==> src/verilog/fci_pkg.sv <==
// Overview of operation
// RULE1: Command write: WE and CE low, OE high.
// RULE2: Device latches on first rising strobe.
// RULE3: Device drives data only during reads.
// RULE4: OE high floats device data outputs.
// RULE5: CE high is standby; operations continue.
// RULE6: Ready/busy low while erase/program/lock runs.
// RULE7: Read-array after power-up, wake, or FFH.
// RULE8: Read-array ignored while operation runs unsuspended.
// RULE9: Read-array accepted at any supply level.
// RULE10: 90H selects identifier reads at ident_address.
// RULE11: Identifier gives per-block and master lock codes.
// RULE12: 70H makes every read return status.
// RULE13: 50H clears error flags, not when suspended.
// RULE14: Erase is 20H then D0H, same block.
// RULE15: Program is 40H/10H then address and data.
// RULE16: B0H suspends, D0H resumes, any address.
// RULE17: Locked block needs high voltage reset pin.
// RULE18: Master lock 60H F1H needs high voltage.
// RULE19: Block lock 60H 01H; master lock needs HV.
// RULE20: 60H D0H clears all locks; master needs HV.
// RULE21: Low program supply blocks alteration, reads stay.
// RULE22: Host issues only defined command codes.
// RULE23: Voltage qualifiers held stable at confirmation.
package fci_pkg;

	// ----------------------------------------
	// Widths
	// ----------------------------------------
	localparam int ADDR_W = 21;
	localparam int DQ_W   = 8;

	// ----------------------------------------
	// Timing
	// ----------------------------------------
	// Bus timing figures are plain defaults, to be set for the part in use
	localparam int CLK_PERIOD_NS = 40;
	localparam int SYNC_STAGES   = 2;
	localparam int T_SETUP_NS    = 40;
	localparam int T_WPULSE_NS   = 80;
	localparam int T_RACC_NS     = 160;
	localparam int T_HOLD_NS     = 40;
	localparam int T_PLPH_NS     = 120;
	localparam int T_PHWL_NS     = 1000;

	localparam logic [7:0] SETUP_CYC  = 8'((T_SETUP_NS + CLK_PERIOD_NS - 1) / CLK_PERIOD_NS);
	localparam logic [7:0] WPULSE_CYC = 8'((T_WPULSE_NS + CLK_PERIOD_NS - 1) / CLK_PERIOD_NS);
	localparam logic [7:0] RACC_CYC   =
		8'((T_RACC_NS + CLK_PERIOD_NS - 1) / CLK_PERIOD_NS + SYNC_STAGES);
	localparam logic [7:0] HOLD_CYC   = 8'((T_HOLD_NS + CLK_PERIOD_NS - 1) / CLK_PERIOD_NS);
	localparam logic [7:0] PLPH_CYC   = 8'((T_PLPH_NS + CLK_PERIOD_NS - 1) / CLK_PERIOD_NS);
	localparam logic [7:0] PHWL_CYC   = 8'((T_PHWL_NS + CLK_PERIOD_NS - 1) / CLK_PERIOD_NS);

	// ----------------------------------------
	// Register map
	// ----------------------------------------
	localparam logic [7:0] REG_ADDR_OFS = 8'h00;
	localparam logic [7:0] REG_DATA_OFS = 8'h04;
	localparam logic [7:0] REG_OP_OFS   = 8'h08;
	localparam logic [7:0] REG_STAT_OFS = 8'h0C;
	localparam logic [7:0] REG_PINS_OFS = 8'h10;

	localparam int STAT_BUSY_BIT    = 0;
	localparam int STAT_READY_BIT   = 1;
	localparam int STAT_REFUSED_BIT = 2;
	localparam int STAT_PWRDN_BIT   = 3;
	localparam int STAT_RDATA_LSB   = 8;
	localparam int PINS_PD_BIT      = 0;
	localparam int PINS_HV_BIT      = 1;
	localparam int PINS_VPP_BIT     = 2;

	localparam logic [ADDR_W-1:0] RST_ADDR = 21'h000000;
	localparam logic [DQ_W-1:0]   RST_DATA = 8'h00;
	localparam logic [3:0]        RST_OP   = 4'h0;

	// ----------------------------------------
	// Device command codes
	// ----------------------------------------
	localparam logic [7:0] CMD_READ_ARRAY  = 8'hFF;
	localparam logic [7:0] CMD_READ_ID     = 8'h90;
	localparam logic [7:0] CMD_READ_STATUS = 8'h70;
	localparam logic [7:0] CMD_CLR_STATUS  = 8'h50;
	localparam logic [7:0] CMD_ERASE_SETUP = 8'h20;
	localparam logic [7:0] CMD_CONFIRM     = 8'hD0;
	localparam logic [7:0] CMD_PROG_SETUP  = 8'h40;
	localparam logic [7:0] CMD_SUSPEND     = 8'hB0;
	localparam logic [7:0] CMD_LOCK_SETUP  = 8'h60;
	localparam logic [7:0] CMD_BLOCK_LOCK  = 8'h01;
	localparam logic [7:0] CMD_MASTER_LOCK = 8'hF1;

	// ----------------------------------------
	// Software operation codes
	// ----------------------------------------
	localparam logic [3:0] OP_READ         = 4'h0;
	localparam logic [3:0] OP_READ_ARRAY   = 4'h1;
	localparam logic [3:0] OP_READ_ID      = 4'h2;
	localparam logic [3:0] OP_READ_STATUS  = 4'h3;
	localparam logic [3:0] OP_CLR_STATUS   = 4'h4;
	localparam logic [3:0] OP_ERASE        = 4'h5;
	localparam logic [3:0] OP_PROGRAM      = 4'h6;
	localparam logic [3:0] OP_SUSPEND      = 4'h7;
	localparam logic [3:0] OP_RESUME       = 4'h8;
	localparam logic [3:0] OP_BLOCK_LOCK   = 4'h9;
	localparam logic [3:0] OP_MASTER_LOCK  = 4'hA;
	localparam logic [3:0] OP_CLEAR_LOCKS  = 4'hB;

	// ----------------------------------------
	// Types
	// ----------------------------------------
	typedef struct packed {
		logic       valid;
		logic       rd1;
		logic       two;
		logic       rd2;
		logic       data2;
		logic [7:0] code1;
		logic [7:0] code2;
	} fci_op_s;

	typedef enum logic [1:0] {S_IDLE, S_FIRST, S_SECOND} fci_seq_e;
	typedef enum logic [1:0] {E_IDLE, E_SETUP, E_STROBE, E_HOLD} fci_eng_e;

endpackage

==> src/verilog/fci_cyc_if.sv <==
`timescale 1ns/1ps
interface fci_cyc_if;
	logic                       start;
	logic                       is_write;
	logic [fci_pkg::ADDR_W-1:0] addr;
	logic [fci_pkg::DQ_W-1:0]   wdata;
	logic [fci_pkg::DQ_W-1:0]   rdata;
	logic                       done;

	modport ctl (output start, is_write, addr, wdata, input rdata, done);
	modport eng (input start, is_write, addr, wdata, output rdata, done);
endinterface

==> src/verilog/fci_top.sv <==
`timescale 1ns/1ps
module fci_top (
	// Clock and reset
	input  wire logic                       REF_CLK,
	input  wire logic                       SYS_RST,
	// Register port
	input  wire logic [7:0]                 REG_ADDR,
	input  wire logic [31:0]                REG_WDATA,
	input  wire logic                       REG_WR,
	input  wire logic                       REG_RD,
	output logic [31:0]                     REG_RDATA,
	// Flash bus
	output logic                            FL_CE_N,
	output logic                            FL_OE_N,
	output logic                            FL_WE_N,
	output logic [fci_pkg::ADDR_W-1:0]      FL_ADDR,
	output logic [fci_pkg::DQ_W-1:0]        FL_DQ_O,
	output logic                            FL_DQ_OE,
	input  wire logic [fci_pkg::DQ_W-1:0]   FL_DQ_I,
	// Flash control and supplies
	output logic                            FL_RP_N,
	output logic                            FL_RP_HV_EN,
	output logic                            FL_VPP_EN,
	input  wire logic                       FL_READY_BUSY_N_N
);

	fci_cyc_if cyc ();

	fci_pkg::fci_seq_e          seq;
	fci_pkg::fci_op_s           dec;
	fci_pkg::fci_op_s           cur;
	logic [fci_pkg::ADDR_W-1:0] flash_addr;
	logic [fci_pkg::DQ_W-1:0]   prog_data;
	logic [fci_pkg::DQ_W-1:0]   rd_data;
	logic [3:0]                 last_op;
	logic                       refused;
	logic                       pd_req;
	logic [7:0]                 pd_cnt;
	logic [7:0]                 wake_cnt;
	logic                       ryby_s1;
	logic                       ryby_s2;
	logic                       op_write;
	logic                       pins_write;
	logic                       stat_write;
	logic                       rp_ok;
	logic                       accept;
	logic                       refuse_evt;

	// ----------------------------------------
	// Operation decode
	// ----------------------------------------
	// RULE22: only defined codes are ever emitted
	always_comb begin
		dec       = '0;
		dec.valid = 1'b1;
		unique case (REG_WDATA[3:0])
			fci_pkg::OP_READ: begin
				dec.rd1 = 1'b1;
			end
			fci_pkg::OP_READ_ARRAY: begin
				// RULE7: read-array selection
				dec.code1 = fci_pkg::CMD_READ_ARRAY;
			end
			fci_pkg::OP_READ_ID: begin
				// RULE10: identifier then read
				dec.code1 = fci_pkg::CMD_READ_ID;
				dec.two   = 1'b1;
				dec.rd2   = 1'b1;
			end
			fci_pkg::OP_READ_STATUS: begin
				// RULE12: status then read
				dec.code1 = fci_pkg::CMD_READ_STATUS;
				dec.two   = 1'b1;
				dec.rd2   = 1'b1;
			end
			fci_pkg::OP_CLR_STATUS: begin
				// RULE13: single clear write
				dec.code1 = fci_pkg::CMD_CLR_STATUS;
			end
			fci_pkg::OP_ERASE: begin
				// RULE14: setup then confirm
				dec.code1 = fci_pkg::CMD_ERASE_SETUP;
				dec.two   = 1'b1;
				dec.code2 = fci_pkg::CMD_CONFIRM;
			end
			fci_pkg::OP_PROGRAM: begin
				// RULE15: setup then data
				dec.code1 = fci_pkg::CMD_PROG_SETUP;
				dec.two   = 1'b1;
				dec.data2 = 1'b1;
			end
			fci_pkg::OP_SUSPEND: begin
				// RULE16: single suspend write
				dec.code1 = fci_pkg::CMD_SUSPEND;
			end
			fci_pkg::OP_RESUME: begin
				dec.code1 = fci_pkg::CMD_CONFIRM;
			end
			fci_pkg::OP_BLOCK_LOCK: begin
				// RULE19: block lock pair
				dec.code1 = fci_pkg::CMD_LOCK_SETUP;
				dec.two   = 1'b1;
				dec.code2 = fci_pkg::CMD_BLOCK_LOCK;
			end
			fci_pkg::OP_MASTER_LOCK: begin
				// RULE18: master lock pair
				dec.code1 = fci_pkg::CMD_LOCK_SETUP;
				dec.two   = 1'b1;
				dec.code2 = fci_pkg::CMD_MASTER_LOCK;
			end
			fci_pkg::OP_CLEAR_LOCKS: begin
				// RULE20: clear all locks pair
				dec.code1 = fci_pkg::CMD_LOCK_SETUP;
				dec.two   = 1'b1;
				dec.code2 = fci_pkg::CMD_CONFIRM;
			end
			default: begin
				dec.valid = 1'b0;
			end
		endcase
	end

	// ----------------------------------------
	// Request qualification
	// ----------------------------------------
	assign op_write   = REG_WR && (REG_ADDR == fci_pkg::REG_OP_OFS);
	assign pins_write = REG_WR && (REG_ADDR == fci_pkg::REG_PINS_OFS);
	assign stat_write = REG_WR && (REG_ADDR == fci_pkg::REG_STAT_OFS);
	// No command while the reset pin is low or still inside its wake interval
	assign rp_ok      = FL_RP_N && (wake_cnt == 8'h00) && !pd_req;
	// RULE9: supply level never gates a command
	assign accept     = op_write && dec.valid && (seq == fci_pkg::S_IDLE) && rp_ok;
	// A supply or reset-pin change mid-sequence would corrupt the confirm
	assign refuse_evt = (op_write && !accept) || (pins_write && (seq != fci_pkg::S_IDLE));

	// ----------------------------------------
	// Software registers
	// ----------------------------------------
	always_ff @(posedge REF_CLK) begin
		if (SYS_RST) begin
			flash_addr <= fci_pkg::RST_ADDR;
			prog_data  <= fci_pkg::RST_DATA;
		end else begin
			if (REG_WR && (REG_ADDR == fci_pkg::REG_ADDR_OFS) && (seq == fci_pkg::S_IDLE)) begin
				flash_addr <= REG_WDATA[fci_pkg::ADDR_W-1:0];
			end
			if (REG_WR && (REG_ADDR == fci_pkg::REG_DATA_OFS) && (seq == fci_pkg::S_IDLE)) begin
				prog_data <= REG_WDATA[fci_pkg::DQ_W-1:0];
			end
		end
	end

	// RULE23: qualifiers frozen while a sequence runs
	always_ff @(posedge REF_CLK) begin
		if (SYS_RST) begin
			pd_req      <= 1'b0;
			FL_RP_HV_EN <= 1'b0;
			FL_VPP_EN   <= 1'b0;
		end else if (pins_write && (seq == fci_pkg::S_IDLE)) begin
			pd_req      <= REG_WDATA[fci_pkg::PINS_PD_BIT];
			// RULE17: high voltage for locked blocks
			FL_RP_HV_EN <= REG_WDATA[fci_pkg::PINS_HV_BIT];
			// RULE21: supply enable gates alteration
			FL_VPP_EN   <= REG_WDATA[fci_pkg::PINS_VPP_BIT];
		end
	end

	// Set wins over a clear in the same cycle
	always_ff @(posedge REF_CLK) begin
		if (SYS_RST) begin
			refused <= 1'b0;
		end else if (refuse_evt) begin
			refused <= 1'b1;
		end else if (stat_write && REG_WDATA[fci_pkg::STAT_REFUSED_BIT]) begin
			refused <= 1'b0;
		end
	end

	// ----------------------------------------
	// Ready/busy synchroniser
	// ----------------------------------------
	// RULE6: busy pin observed, two stages
	// RULE8: software waits on busy
	always_ff @(posedge REF_CLK) begin
		ryby_s1 <= FL_READY_BUSY_N_N;
		ryby_s2 <= ryby_s1;
	end

	// ----------------------------------------
	// Deep power-down control
	// ----------------------------------------
	// RULE7: wake returns device to read-array
	always_ff @(posedge REF_CLK) begin
		if (SYS_RST) begin
			FL_RP_N  <= 1'b1;
			pd_cnt   <= 8'h00;
			wake_cnt <= 8'h00;
		end else if (FL_RP_N && pd_req && (seq == fci_pkg::S_IDLE)) begin
			FL_RP_N  <= 1'b0;
			pd_cnt   <= fci_pkg::PLPH_CYC - 8'h01;
			wake_cnt <= 8'h00;
		end else if (!FL_RP_N) begin
			if (pd_cnt != 8'h00) begin
				pd_cnt <= pd_cnt - 8'h01;
			end else if (!pd_req) begin
				FL_RP_N  <= 1'b1;
				wake_cnt <= fci_pkg::PHWL_CYC;
			end
		end else if (wake_cnt != 8'h00) begin
			wake_cnt <= wake_cnt - 8'h01;
		end
	end

	// ----------------------------------------
	// Command sequencer
	// ----------------------------------------
	always_ff @(posedge REF_CLK) begin
		if (SYS_RST) begin
			seq          <= fci_pkg::S_IDLE;
			cur          <= '0;
			last_op      <= fci_pkg::RST_OP;
			rd_data      <= fci_pkg::RST_DATA;
			cyc.start    <= 1'b0;
			cyc.is_write <= 1'b0;
			cyc.addr     <= fci_pkg::RST_ADDR;
			cyc.wdata    <= fci_pkg::RST_DATA;
		end else begin
			cyc.start <= 1'b0;
			unique case (seq)
				fci_pkg::S_IDLE: begin
					if (accept) begin
						seq          <= fci_pkg::S_FIRST;
						cur          <= dec;
						last_op      <= REG_WDATA[3:0];
						cyc.start    <= 1'b1;
						cyc.is_write <= !dec.rd1;
						cyc.addr     <= flash_addr;
						cyc.wdata    <= dec.code1;
					end
				end
				fci_pkg::S_FIRST: begin
					if (cyc.done) begin
						if (cur.rd1) begin
							rd_data <= cyc.rdata;
						end
						if (cur.two) begin
							// RULE14: second write, same block address
							seq          <= fci_pkg::S_SECOND;
							cyc.start    <= 1'b1;
							cyc.is_write <= !cur.rd2;
							cyc.wdata    <= cur.data2 ? prog_data : cur.code2;
						end else begin
							seq <= fci_pkg::S_IDLE;
						end
					end
				end
				fci_pkg::S_SECOND: begin
					if (cyc.done) begin
						// RULE11: identifier byte returned to software
						if (cur.rd2) begin
							rd_data <= cyc.rdata;
						end
						seq <= fci_pkg::S_IDLE;
					end
				end
				default: begin
					seq <= fci_pkg::S_IDLE;
				end
			endcase
		end
	end

	// ----------------------------------------
	// Register read-back
	// ----------------------------------------
	always_ff @(posedge REF_CLK) begin
		if (SYS_RST) begin
			REG_RDATA <= 32'h00000000;
		end else if (REG_RD) begin
			case (REG_ADDR)
				fci_pkg::REG_ADDR_OFS: REG_RDATA <= 32'(flash_addr);
				fci_pkg::REG_DATA_OFS: REG_RDATA <= 32'(prog_data);
				fci_pkg::REG_OP_OFS:   REG_RDATA <= 32'(last_op);
				fci_pkg::REG_STAT_OFS: REG_RDATA <= {16'h0000, rd_data, 4'h0,
					!rp_ok, refused, ryby_s2, (seq != fci_pkg::S_IDLE)};
				fci_pkg::REG_PINS_OFS: REG_RDATA <= {29'h00000000, FL_VPP_EN,
					FL_RP_HV_EN, pd_req};
				default:               REG_RDATA <= 32'h00000000;
			endcase
		end else begin
			REG_RDATA <= 32'h00000000;
		end
	end

	// ----------------------------------------
	// Bus cycle engine
	// ----------------------------------------
	fci_cycle u_cycle (
		.clk   (REF_CLK),
		.rst   (SYS_RST),
		.bus   (cyc.eng),
		.ce_n  (FL_CE_N),
		.oe_n  (FL_OE_N),
		.we_n  (FL_WE_N),
		.addr  (FL_ADDR),
		.dq_o  (FL_DQ_O),
		.dq_oe (FL_DQ_OE),
		.dq_i  (FL_DQ_I)
	);

endmodule

==> src/verilog/fci_cycle.sv <==
`timescale 1ns/1ps
module fci_cycle (
	// Clock and reset
	input  wire logic                       clk,
	input  wire logic                       rst,
	// Sequencer side
	fci_cyc_if.eng                          bus,
	// Flash bus pins
	output logic                            ce_n,
	output logic                            oe_n,
	output logic                            we_n,
	output logic [fci_pkg::ADDR_W-1:0]      addr,
	output logic [fci_pkg::DQ_W-1:0]        dq_o,
	output logic                            dq_oe,
	input  wire logic [fci_pkg::DQ_W-1:0]   dq_i
);

	fci_pkg::fci_eng_e        state;
	logic [7:0]               cnt;
	logic                     is_wr;
	logic [fci_pkg::DQ_W-1:0] dq_s1;
	logic [fci_pkg::DQ_W-1:0] dq_s2;

	// ----------------------------------------
	// Data input synchroniser
	// ----------------------------------------
	always_ff @(posedge clk) begin
		dq_s1 <= dq_i;
		dq_s2 <= dq_s1;
	end

	// ----------------------------------------
	// Strobe sequencing
	// ----------------------------------------
	always_ff @(posedge clk) begin
		if (rst) begin
			state     <= fci_pkg::E_IDLE;
			cnt       <= 8'h00;
			is_wr     <= 1'b0;
			ce_n      <= 1'b1;
			oe_n      <= 1'b1;
			we_n      <= 1'b1;
			addr      <= fci_pkg::RST_ADDR;
			dq_o      <= fci_pkg::RST_DATA;
			dq_oe     <= 1'b0;
			bus.rdata <= fci_pkg::RST_DATA;
			bus.done  <= 1'b0;
		end else begin
			bus.done <= 1'b0;
			unique case (state)
				fci_pkg::E_IDLE: begin
					if (bus.start) begin
						state <= fci_pkg::E_SETUP;
						cnt   <= fci_pkg::SETUP_CYC - 8'h01;
						is_wr <= bus.is_write;
						addr  <= bus.addr;
						dq_o  <= bus.wdata;
						ce_n  <= 1'b0;
						// RULE3: drive data only on writes
						dq_oe <= bus.is_write;
					end
				end
				fci_pkg::E_SETUP: begin
					if (cnt == 8'h00) begin
						state <= fci_pkg::E_STROBE;
						if (is_wr) begin
							// RULE1: WE low, OE held high
							cnt  <= fci_pkg::WPULSE_CYC - 8'h01;
							we_n <= 1'b0;
						end else begin
							cnt  <= fci_pkg::RACC_CYC - 8'h01;
							oe_n <= 1'b0;
						end
					end else begin
						cnt <= cnt - 8'h01;
					end
				end
				fci_pkg::E_STROBE: begin
					if (cnt == 8'h00) begin
						// RULE2: WE rises before CE
						state <= fci_pkg::E_HOLD;
						cnt   <= fci_pkg::HOLD_CYC - 8'h01;
						we_n  <= 1'b1;
						// RULE4: OE high floats device data
						oe_n  <= 1'b1;
						if (!is_wr) begin
							bus.rdata <= dq_s2;
						end
					end else begin
						cnt <= cnt - 8'h01;
					end
				end
				fci_pkg::E_HOLD: begin
					if (cnt == 8'h00) begin
						// RULE5: deselect returns device to standby
						state    <= fci_pkg::E_IDLE;
						ce_n     <= 1'b1;
						dq_oe    <= 1'b0;
						bus.done <= 1'b1;
					end else begin
						cnt <= cnt - 8'h01;
					end
				end
			endcase
		end
	end

endmodule

==> config.mk <==
export PLATFORM = sky130hd
export DESIGN_NAME = fci_top
export DESIGN_NICKNAME = d
export VERILOG_FILES = /design/src/verilog/fci_pkg.sv /design/src/verilog/fci_cyc_if.sv /design/src/verilog/fci_top.sv /design/src/verilog/fci_cycle.sv
export SDC_FILE = /design/constraint.sdc
export NUM_CORES = 1
export LEC_CHECK = 0
export ABC_AREA = 0
export BUFFER_PORTS_ARGS = -buffer_cell sky130_fd_sc_hd__clkbuf_2
export CAP_MARGIN = 5
export CORE_ASPECT_RATIO = 0.6
export CORE_MARGIN = 2
export CORE_UTILIZATION = 25
export CTS_CLUSTER_SIZE = 12
export DETAILED_ROUTE_END_ITERATION = 8
export PLACE_DENSITY_LB_ADDON = 0.25
export SKIP_CTS_REPAIR_TIMING = 1
export SYNTH_ARGS = -nofsm -noshare
export SYNTH_HDL_FRONTEND = slang
export SYNTH_SLANG_ARGS = --single-unit
==> constraint.sdc <==
create_clock -name REF_CLK -period 5.3 [get_ports REF_CLK]
set_input_delay 1.325 -clock REF_CLK [delete_from_list [all_inputs] [get_ports REF_CLK]]
set_output_delay 1.325 -clock REF_CLK [all_outputs]
set_load 0.05 [all_outputs]
## Word-level counts from Yosys, hierarchy flattened

Cells that the tools add are included.

| storage, ports and cells | value |
|---|---|
| input port bits | 53 |
| RAM bits | 0 |
| bits in read-only memories | 0 |
| register bits after elaboration | 210 |
| latch bits | 0 |
| memories kept | 0 |
| output and inout port bits | 68 |
| logic and storage cells | 211 |

| cells by class | value |
|---|---|
| shift-type cells | 0 |
| mux-type cells | 68 |
| add/subtract/negate cells | 3 |
| eq/ne operators | 37 |
| divide/modulo/power cells | 0 |
| bitwise operators | 4 |
| magnitude comparators | 0 |
| multipliers | 0 |
| reductions and logical operators | 61 |

Operators with widths:

| kind | count |
|---|---|
| $mux W8 | 16 |
| $pmux W21 S5 | 1 |
| $pmux W8 S9 | 1 |
| $pmux W8 S2 | 2 |
| $pmux W8 S4 | 1 |
| $mux W1 | 26 |
| $logic_not A8 Y1 | 3 |
| $pmux W8 S3 | 1 |
| $sub A8 B1 Y8 const B | 3 |
| $mux W2 | 11 |
| $logic_and A1 B1 Y1 | 18 |
| $ne A2 B2 Y1 const B | 9 |
| $eq A4 B3 Y1 const B | 4 |
| $eq A4 B4 Y1 const B | 4 |
| $eq A8 B4 Y1 const B | 2 |
| $ne A2 B1 Y1 const B | 8 |
| $reduce_and A4 Y1 | 4 |
| $reduce_bool A8 Y1 | 2 |
| $reduce_bool A2 Y1 | 7 |
| $pmux W1 S2 | 6 |
| $reduce_and A3 Y1 | 4 |
| $reduce_or A12 Y1 | 1 |
| $reduce_and A2 Y1 | 5 |
| $reduce_or A2 Y1 | 5 |
| 17 further kinds | 29 |

## Depth between registers and ports, before layout

Gate-level depths: netlist (run 1).

| logic depth | value |
|---|---|
| depth in word-level cells | 10 |
| depth in mapped cells | 9 |
| mapped depth without buffers | 7 |

## Cells and area by module

Synthesis (run 1) repeated with hierarchy kept, for this count alone.

| second synthesis, totals | value |
|---|---|
| cell total of the unflattened synthesis | 892 |
| area total of the unflattened synthesis | 8036.5 um^2 |

Modules (own cells, without submodules):

| module | instances | area an instance (um^2) | seq. area each (um^2) | cells each |
|---|---|---|---|---|
| fci_top | 1 | 5529.1 | 2502.4 | 615 |
| fci_cycle | 1 | 2507.4 | 1381.3 | 277 |

## Worst setup path after synthesis (run 1)

OpenSTA, ideal clock, no wires.

| timing | value |
|---|---|
| path kind | input port to flip-flop |
| from | input port REG_ADDR[1] |
| to | register prog_data[0] in the netlist's numbering |
| path buffers | 2 |
| library setup time | 0.128 ns |
| stages | 7 |
| data arrival time | 3.045 ns |
| path slack | 2.128 ns |
| required time | 5.172 ns |
| cell sequence | or4_4 -> or2_1 -> buf_2 -> or4_4 -> buf_6 -> mux2i_1 -> nor2_1 |

| between the ends | value |
|---|---|
| cells in the longest elaborated chain, start to end | 3 |

RTL lines:

| item | line | source |
|---|---|---|
| start, declared | fci_top.sv:7 | `input wire logic [7:0] REG_ADDR,` |
| $eq A8 B3 Y1 | fci_top.sv:147 | `if (REG_WR && (REG_ADDR == fci_pkg::REG_DATA_OFS) && (seq == fci_pkg::S_IDLE)) begin` |
| $logic_and A1 B1 Y1 (2 in a row) | fci_top.sv:147 |  |
| end signal, assigned | fci_top.sv:142 | `prog_data <= fci_pkg::RST_DATA;` |
| end signal, assigned | fci_top.sv:148 | `prog_data <= REG_WDATA[fci_pkg::DQ_W-1:0];` |
| end, declared | fci_top.sv:33 | `logic [fci_pkg::DQ_W-1:0] prog_data;` |

Every way passes these cells.
A chain may end at the register's enable or synchronous reset.

## Worst setup path after layout (run 1)

| timing | value |
|---|---|
| from | input port REG_ADDR[1] |
| to | register REG_RDATA[2] |

| between the ends | value |
|---|---|
| cells in the longest elaborated chain, start to end | 2 |
| elaborated cells between the ends (all ways) | 6 |
| those cells by class | eq/ne (4); mux (1); reduce/logical (1) |

RTL lines:

| item | line | source |
|---|---|---|
| $eq A8 B5 Y1 (tied with other cells) | fci_top.sv:280 | `case (REG_ADDR)` |
| $pmux W21 S5 * | fci_top.sv:280 |  |
| end signal, assigned | fci_top.sv:281 | `fci_pkg::REG_ADDR_OFS: REG_RDATA <= 32'(flash_addr);` |
| end signal, assigned | fci_top.sv:282 | `fci_pkg::REG_DATA_OFS: REG_RDATA <= 32'(prog_data);` |
| end signal, assigned | fci_top.sv:283 | `fci_pkg::REG_OP_OFS: REG_RDATA <= 32'(last_op);` |
| end, declared | fci_top.sv:11 | `output logic [31:0] REG_RDATA,` |

Every way passes the cells marked *; elsewhere a longest branch is shown, timed or not.

==> impl_metrics.toml, run 1 <==
[hold_path]
hp-class = "register to register"

[drt]
viasPerCell = 4.50
wire_per_inst_um = 15.9
dr.pass1.iters = 5
drc = 0
vias = 6179
drt_wl_total_mm = 21.8
drtIter0Drc = 398
antenna_left = 0

[floorplanning]
row_count = 49
dieHeight_um = 140
die_w_um = 231
boundaryPins = 121
start_util = 0.256
core_mm2 = 0.0301
dieArea_mm2 = 0.0322

[power_and_ir_drop]
powerDensity_mw_per_mm2 = 377
power_leakage_nw = 3.62
vdd_drop_max_uv = 192

[logic_synthesis]
ys_seq_elements = 194
yosysWarnings = 0
yosysMostFrequentCell = "dfxtp_1"
yosys-top-cells-count = "194 x dfxtp_1, 152 x nand2_1, 100 x nor2_1, 96 x a21oi_1, 54 x mux2i_1"
netlist_instances = 887
ys.flop_type = "dfxtp_1"
synth_enable_flop_cells = 0
ys_top_cells_by_area = "dfxtp_1 50%, nand2_1 7.4%, mux2i_1 7.0%"
yosysSeqAreaShare = 0.505
yosysTopAreaCell = "dfxtp_1"
synth_top_area_frac = 0.505
synth.cell_area_mm2 = 0.00770
yosysUniqueCellTypes = 56
syn_area_per_cell_um2 = 8.68
synthArstFlopShare = 0

[worst_setup_path]
path_class = "input pin to register"
cp_slowest_cell = "nor3_1"
crit_path_start_kind = "input pin"
cp.required_ns = 5.65
worstPathMaxFanout = 6
cp-end-kind = "register"
cp.arrival_ns = 3.49
crit_family = "simple AND/OR/NAND/NOR gates"
cpPeakStageDelay_ns = 0.69
crit_chain = "clkbuf_2, or4_4, or2_1, nor3_1, a22oi_1, a21oi_1"
cp.buffers_inverters = 1

[timing]
finalCriticalPeriod_ns = 3.13
tns_ns = 0
drv_slew = 0
fin_crit_sh = 0.591
skew_ns = 0.0101
worstMarginPinSlew_ns = 1.14
max_freq_mhz = 319
rsz0062_at_grt = "no"
fin_ws_ns = 2.17
finalSetupViolations = 0
slew_headroom = 0.237
finalHoldViolations = 0

[clock_network]
clock_path_buffers = 2
cts_tree = "built"
insertion_delay_ns = 0.43
root_buffer = "clkbuf_16"
htreeDepth = 4
cts_sinks = 194
cts_buffers = 17
clk_pin_slew_worst_paths_ns = 0.07

[global_routing]
overflow = 0
grt_pass1_wl_mm = 33.4
antenna_found_initial = 2
grt_usage = 0.136
grt_max_degree = 79
grt_pass1_vias = 5589

[finish]
syn_to_final_growth_pct = 18.0
multi_input_area_mm2 = 0.00349
n_fill_cell = 3199
register_area_mm2 = 0.00388
diodes = 0
nNetsFinal = 1018
layout-drive-gt1-share = 0.154

[place]
numPortBuffers = 98
dp_hpwl_mm = 15.3
pre_cts_slack_ns = 1.79
gp_congestion = 0.784

[run]
maxCapViolations = 0

[status]
status = "finished clean"
[sequential cells by signal, summed over array words and instances (netlist names), 21 cells and up]
signal        count
cyc.addr         21
flash_addr       21
REG_RDATA        21
u_cycle.addr     21
[power breakdown]
part           leakage (nW)  total (mW)  switching, mW  internal, mW
Clock                 0.274        1.28          0.566         0.713
Sequential             1.57        1.58         0.0587          1.52
Combinational          1.77       0.569          0.353         0.216
[worst reg2reg max path: stages, from the launching register on]
cell      delay (ns)
dfxtp_1         0.36
nor4_1          0.79
and2_1          0.43
nand3b_1        0.65
mux2i_1         0.37
nor2_1          0.05
[kinds of logic after synthesis]
family | after synthesis | synth area share
compound gates | 167 | 0.128
xor+xnor | 15 | 0.0171
fa+ha+maj | 10 | 0.0163
buf+inv | 83 | 0.0483
flops | 194 | 0.505
mux | 55 | 0.0732
other cells | 1 | 0.000487
simple gates | 362 | 0.212
[final timing paths]
path	cells past startpoint	start	slack, ns	to
setup reg to reg	5	u_cycle.cnt[4]	2.53	u_cycle.bus.rdata[1]
hold / removal	0	u_cycle.dq_s1[0]	0.32	u_cycle.dq_s2[0]
hold reg to reg	0	u_cycle.dq_s1[0]	0.32	u_cycle.dq_s2[0]
setup / recovery	6	REG_ADDR[1]	2.17	REG_RDATA[2]
[placed cells by master (no fill, tap or decap), types with 4 or more instances in the layout]
| master | count |
|---|---|
| o21ai_0 | 15 |
| nor4b_1 | 6 |
| a211oi_1 | 10 |
| nand2b_1 | 6 |
| xor2_1 | 9 |
| a22oi_1 | 14 |
| nor3_1 | 16 |
| conb_1 | 11 |
| inv_1 | 12 |
| nor2_1 | 100 |
| nor2b_1 | 9 |
| nand3_1 | 24 |
| clkinv_2 | 4 |
| a21oi_1 | 96 |
| xnor2_1 | 6 |
| clkbuf_16 | 17 |
| nand2_1 | 152 |
| clkbuf_2 | 97 |
| nor4_1 | 6 |
| nand4_1 | 5 |
| or3_1 | 4 |
| o22ai_1 | 7 |
| mux2i_1 | 54 |
| and3_1 | 5 |
| buf_4 | 13 |
| nand3b_1 | 5 |
| and2_1 | 10 |
| ha_1 | 10 |
| dfxtp_1 | 194 |
[metal layers]
layer,track usage,up-vias,share of wire
met4,0.0268,4,0.0089
met5,0,-,0.0013
met3,0.0373,18,0.056
li1,-,3142,-
met2,0.171,137,0.37
met1,0.221,2878,0.57
[area by class of cell]
type	instances	share of cell area
timing repair buffer	110	0.0642
sequential	194	0.428
multi-input combinational	620	0.384
tap	408	0.0562
clock buffer	20	0.0503
inverter	12	0.00496
clock inverter	10	0.0123
[metrics by stage]
step / area [um^2] / util / instances / total power [mW] / hold slack, ns
2_1_floorplan: 7730 / - / 897 / 2.04 / 0.310
3_3_place_gp: 8510 / 0.283 / 1344 / 2.16 / 0.313
3_5_place_dp: 8510 / 0.283 / 1344 / 2.17 / 0.313
4_1_cts: 9080 / 0.302 / 1374 / 3.46 / 0.329
5_1_grt: 9080 / 0.302 / 1374 / 3.59 / 0.330
6_report: 9080 / 0.302 / 1374 / 3.42 / 0.324
(Power assumes the default switching activity.)
==> run 2, diff against run 1 <==
- clock period: 5.3 -> 2.6 ns (I/O delays scaled with it)
==> run 2 against run 1 <==
Against the previous run:
- power up 110%
- critical path type is now register to register
- global-route usage up 0.31 points
- cell area up 2.5%
- die area unchanged
- utilization up 0.76 points
- non-clock buffer count up 22
- critical endpoint is now cyc.addr[17]
==> impl_metrics.toml, run 2 (same netlist as run 1, synthesis figures left out) <==
[status]
status = "finished clean"

[timing]
max_freq_mhz = 434
finalCriticalPeriod_ns = 2.30
finalHoldViolations = 0
skew_ns = 0.0102
fin_hold_ws_ns = 0.306
slew_headroom = 0.506
rsz0062_at_grt = "no"
worstMarginPinSlew_ns = 0.740
finalSetupViolations = 0
drv_slew = 0
fin_crit_sh = 0.885

[power_and_ir_drop]
power_leakage_nw = 3.75
powerDensity_mw_per_mm2 = 761
vdd_drop_max_uv = 418

[finish]
layout-drive-gt1-share = 0.174
nNetsFinal = 1040
syn_to_final_growth_pct = 21.0
diodes = 0
mostFrequentLayoutCells = "194 x dfxtp_1, 152 x nand2_1, 100 x nor2_1, 97 x clkbuf_2, 96 x a21oi_1"
stdcell_area_mm2 = 0.00931
mostFrequentLayoutCell = "dfxtp_1"

[worst_setup_path]
r2r_start = "wake_cnt[1]"
r2r_cells = 9
cp.required_ns = 2.96
r2r-end = "cyc.addr[17]"
cp-end-kind = "register"
crit_path_start_kind = "register"
regToRegSetupSlack_ns = 0.30
worstPathMaxFanout = 15
cp.arrival_ns = 2.67
path_class = "register to register"

[floorplanning]
row_count = 49
boundaryPins = 121
die_w_um = 231
start_util = 0.256
dieHeight_um = 140
core_mm2 = 0.0301
dieArea_mm2 = 0.0322

[clock_network]
clock_path_buffers = 2
htreeDepth = 4
root_buffer = "clkbuf_16"
cts_buffers = 17
clk_pin_slew_worst_paths_ns = 0.07
cts_tree = "built"
cts_sinks = 194
insertion_delay_ns = 0.44

[drt]
wire_per_inst_um = 15.9
antenna_left = 0
drc = 0
drtIter0Drc = 509
drt_wl_total_mm = 22.2
dr.pass1.iters = 5
viasPerCell = 4.48
vias = 6259

[hold_path]
hold_end = "u_cycle.dq_s1[4]"
hold_depth = 1
hp-class = "input pin to register"
min_from = "FL_DQ_I[4]"

[global_routing]
grt_usage = 0.139
grt_max_degree = 129
antenna_found_initial = 2
grt_pass1_wl_mm = 34.4
grt_pass1_vias = 5686
overflow = 0

[place]
numPortBuffers = 98
gp_congestion = 0.853
placed_area_mm2 = 0.00873
dp_hpwl_mm = 15.8

[run]
maxCapViolations = 0
## run 2: cell types whose count changed in the layout (fill, tap and decap cells not counted), sizes merged
cell    previous run  this run
buf               13        35
inv               12        17
clkbuf           117       115
clkinv             5         3
## run 2: metrics by stage
step / setup TNS [ns] / power [mW] / setup slack (ns) / utilization / instances
6_report: 0 / 7.08 / 0.298 / 0.309 / 1397
3_5_place_dp: -1.60 / 4.48 / -0.106 / 0.290 / 1366
4_1_cts: 0 / 7.18 / 0.298 / 0.309 / 1397
2_1_floorplan: 0 / 4.16 / 0.103 / - / 897
5_1_grt: 0 / 7.49 / 0.0659 / 0.309 / 1397
3_3_place_gp: -2.18 / 4.46 / -0.124 / 0.290 / 1366
## run 2: layer usage
metal | vias to the layer above | wire length (um) | GRT usage
met2 | 123 | 8030 | 0.168
met4 | 4 | 175 | 0.0285
met3 | 18 | 1190 | 0.0413
met1 | 2921 | 12700 | 0.229
li1 | 3193 | - | -
met5 | - | 27 | 0
## run 2: how the worst max path moves through the flow
| stage | end | cells past startpoint | startpoint |
|---|---|---|---|
| floorplan | prog_data[0] | 7 | REG_ADDR[1] |
| finish | cyc.addr[17] | 9 | wake_cnt[1] |
| global placement | cyc.addr[10] | 8 | REG_ADDR[1] |
| detailed placement | cyc.wdata[3] | 8 | REG_ADDR[1] |
| global route | cyc.addr[10] | 9 | wake_cnt[1] |
| CTS | FL_RP_N | 1 | FL_RP_N |
## run 2: final cells by class
class	instances	area, um^2
multi-input cells	620	3490
fillers	3210	20800
flip-flops and latches	194	3880
inverters	12	45.0
clock buffers	18	429
well taps	408	510
repair buffers	132	798
clock inverters	13	151
## run 2: report_power, final
| part | internal (mW) | total (mW) | switching [mW] |
|---|---|---|---|
| sequential | 3.09 | 3.21 | 0.119 |
| combinational | 0.476 | 1.21 | 0.734 |
| clock | 1.43 | 2.66 | 1.23 |
## run 2: critical path, cell delays in order, from the launching register on
cell     delay (ns)
dfxtp_1        0.35
inv_1          0.11
ha_1           0.19
nor4b_1        0.49
and4_1         0.28
and3_1         0.20
buf_12         0.15
buf_4          0.21
nand2_1        0.11
a21oi_1        0.14
==> run 3, diff against run 2 <==
- CORE_MARGIN: 2 -> not set
- CORE_UTILIZATION: 25 -> 51
==> run 3 against run 2 <==
Against the previous run:
- die area fell by 52%
- via count rose by 2.0%
- critical path depth did not move
- routed wire length fell by 18%
- clock power barely moved
- global-route usage rose by 10 points
- non-clock buffer count fell by 3
- first-iteration DRC count rose by 1.8%
- sequential share of layout area rose by 1.1 points
- flip-flop and latch count did not move
- combinational power barely moved
- critical endpoint is now cyc.addr[9]
- cell area fell by 2.7%
==> impl_metrics.toml, run 3 (same netlist as run 1, synthesis figures left out) <==
[status]
status = "finished clean"

[worst_setup_path]
cp.arrival_ns = 2.63
cp_slowest_cell = "nor4b_1"
cp.buffers_inverters = 3
crit_chain = "inv_1, ha_1, nor4b_1, and4_1, and3_1, buf_12, buf_12, nand2_1, a21oi_1"
worstPathMaxFanout = 18
cp.required_ns = 2.96
cp-end-kind = "register"
path_class = "register to register"
crit_path_start_kind = "register"
cpPeakStageDelay_ns = 0.50
cpMostUsedCell = "buf_12"
crit_family = "simple AND/OR/NAND/NOR gates"

[timing]
drv_slew = 0
worstMarginPinSlew_ns = 0.574
slew_headroom = 0.607
rsz0062_at_grt = "no"
finalCriticalPeriod_ns = 2.27
tns_ns = 0
skew_ns = 0.00953
fin_crit_sh = 0.873
finalSetupViolations = 0
max_freq_mhz = 441
finalHoldViolations = 0

[place]
numPortBuffers = 98
place_inst = 1153
dp_hpwl_mm = 12.6
gp_congestion = 0.846
placed_area_mm2 = 0.00845

[floorplanning]
die_w_um = 161
dieHeight_um = 97.2
core_mm2 = 0.0146
boundaryPins = 121
row_count = 34
dieArea_mm2 = 0.0156
start_util = 0.527

[global_routing]
grt_busiest_layer = "met1"
grt_pass1_vias = 5631
met3_usage = 0.0525
grt_usage = 0.243
antenna_found_initial = 0
use_met2 = 0.308
overflow = 0
use_met1 = 0.401
grt_pass1_wl_mm = 30.0
grt_max_degree = 123

[finish]
register_area_mm2 = 0.00388
fin_cells = 1185
nNetsFinal = 1037
mostFrequentLayoutCells = "194 x dfxtp_1, 152 x nand2_1, 100 x nor2_1, 97 x clkbuf_2, 96 x a21oi_1"
layout-drive-gt1-share = 0.172
diodes = 0
mostFrequentLayoutCell = "dfxtp_1"
stdcell_area_mm2 = 0.00906
syn_to_final_growth_pct = 17.7
n_fill_cell = 1267
multi_input_area_mm2 = 0.00348

[drt]
antenna_left = 0
drt_wl_total_mm = 18.2
viasPerCell = 5.39
dr.pass1.iters = 6
wire_per_inst_um = 15.3
vias = 6384
drc = 0
drtIter0Drc = 518

[clock_network]
cts_sinks = 194
cts_tree = "built"
clk_pin_slew_worst_paths_ns = 0.08
root_buffer = "clkbuf_16"
insertion_delay_ns = 0.44
htreeDepth = 4
clock_path_buffers = 2
cts_buffers = 17

[run]
maxCapViolations = 0

[power_and_ir_drop]
power_leakage_nw = 3.75
powerDensity_mw_per_mm2 = 781
vdd_drop_max_uv = 482
p_total_mw = 7.07

[hold_path]
hp-class = "input pin to register"
## run 3: where the power goes
group	total [mW]	leakage, nW	switching [mW]	internal (mW)
Sequential	3.21	1.57	0.118	3.09
Clock	2.64	0.295	1.33	1.31
Combinational	1.23	1.89	0.743	0.488
Total	7.07	3.75	2.19	4.89
## run 3: metrics by stage
step,utilization,hold slack (ns),setup WS (ns)
after floorplan,-,0.310,0.103
after global placement,0.579,0.312,0.0703
after detailed placement,0.579,0.312,0.0420
after CTS,0.621,0.293,0.371
after global routing,0.621,0.285,0.115
final,0.621,0.308,0.331
## run 3: path summary, 6_finish.rpt
path                from          endpoint  slack (ns)  depth (start not counted)
max          wake_cnt[0]       cyc.addr[9]        0.33                          9
min           FL_DQ_I[4]  u_cycle.dq_s1[4]        0.31                          1
max reg2reg  wake_cnt[0]       cyc.addr[9]        0.33                          9
min reg2reg      ryby_s1           ryby_s2        0.33                          0
## run 3: worst register-to-register path, delay by kind of cell (launching register included)
kind,cells,cell delay [ns]
AND/OR/NAND/NOR,4,1.08
buffers and inverters,3,0.43
flip-flops,1,0.36
adder cells (fa/ha/maj),1,0.19
AO/OA/AOI/OAI,1,0.14
## run 3: per-layer routing
layer | vias to the layer above | wire [um]
met4 | 0 | 106
met5 | - | 0
met3 | 11 | 1240
li1 | 3193 | -
met2 | 228 | 6980
met1 | 2952 | 9840
## run 3: layout make-up
cell class	count	share of cell area
Sequential cell	194	0.429
Multi-Input combinational cell	620	0.385
Timing Repair Buffer	129	0.0870
Clock buffer	17	0.0469
Tap cell	198	0.0273
Clock inverter	15	0.0206
Inverter	12	0.00497
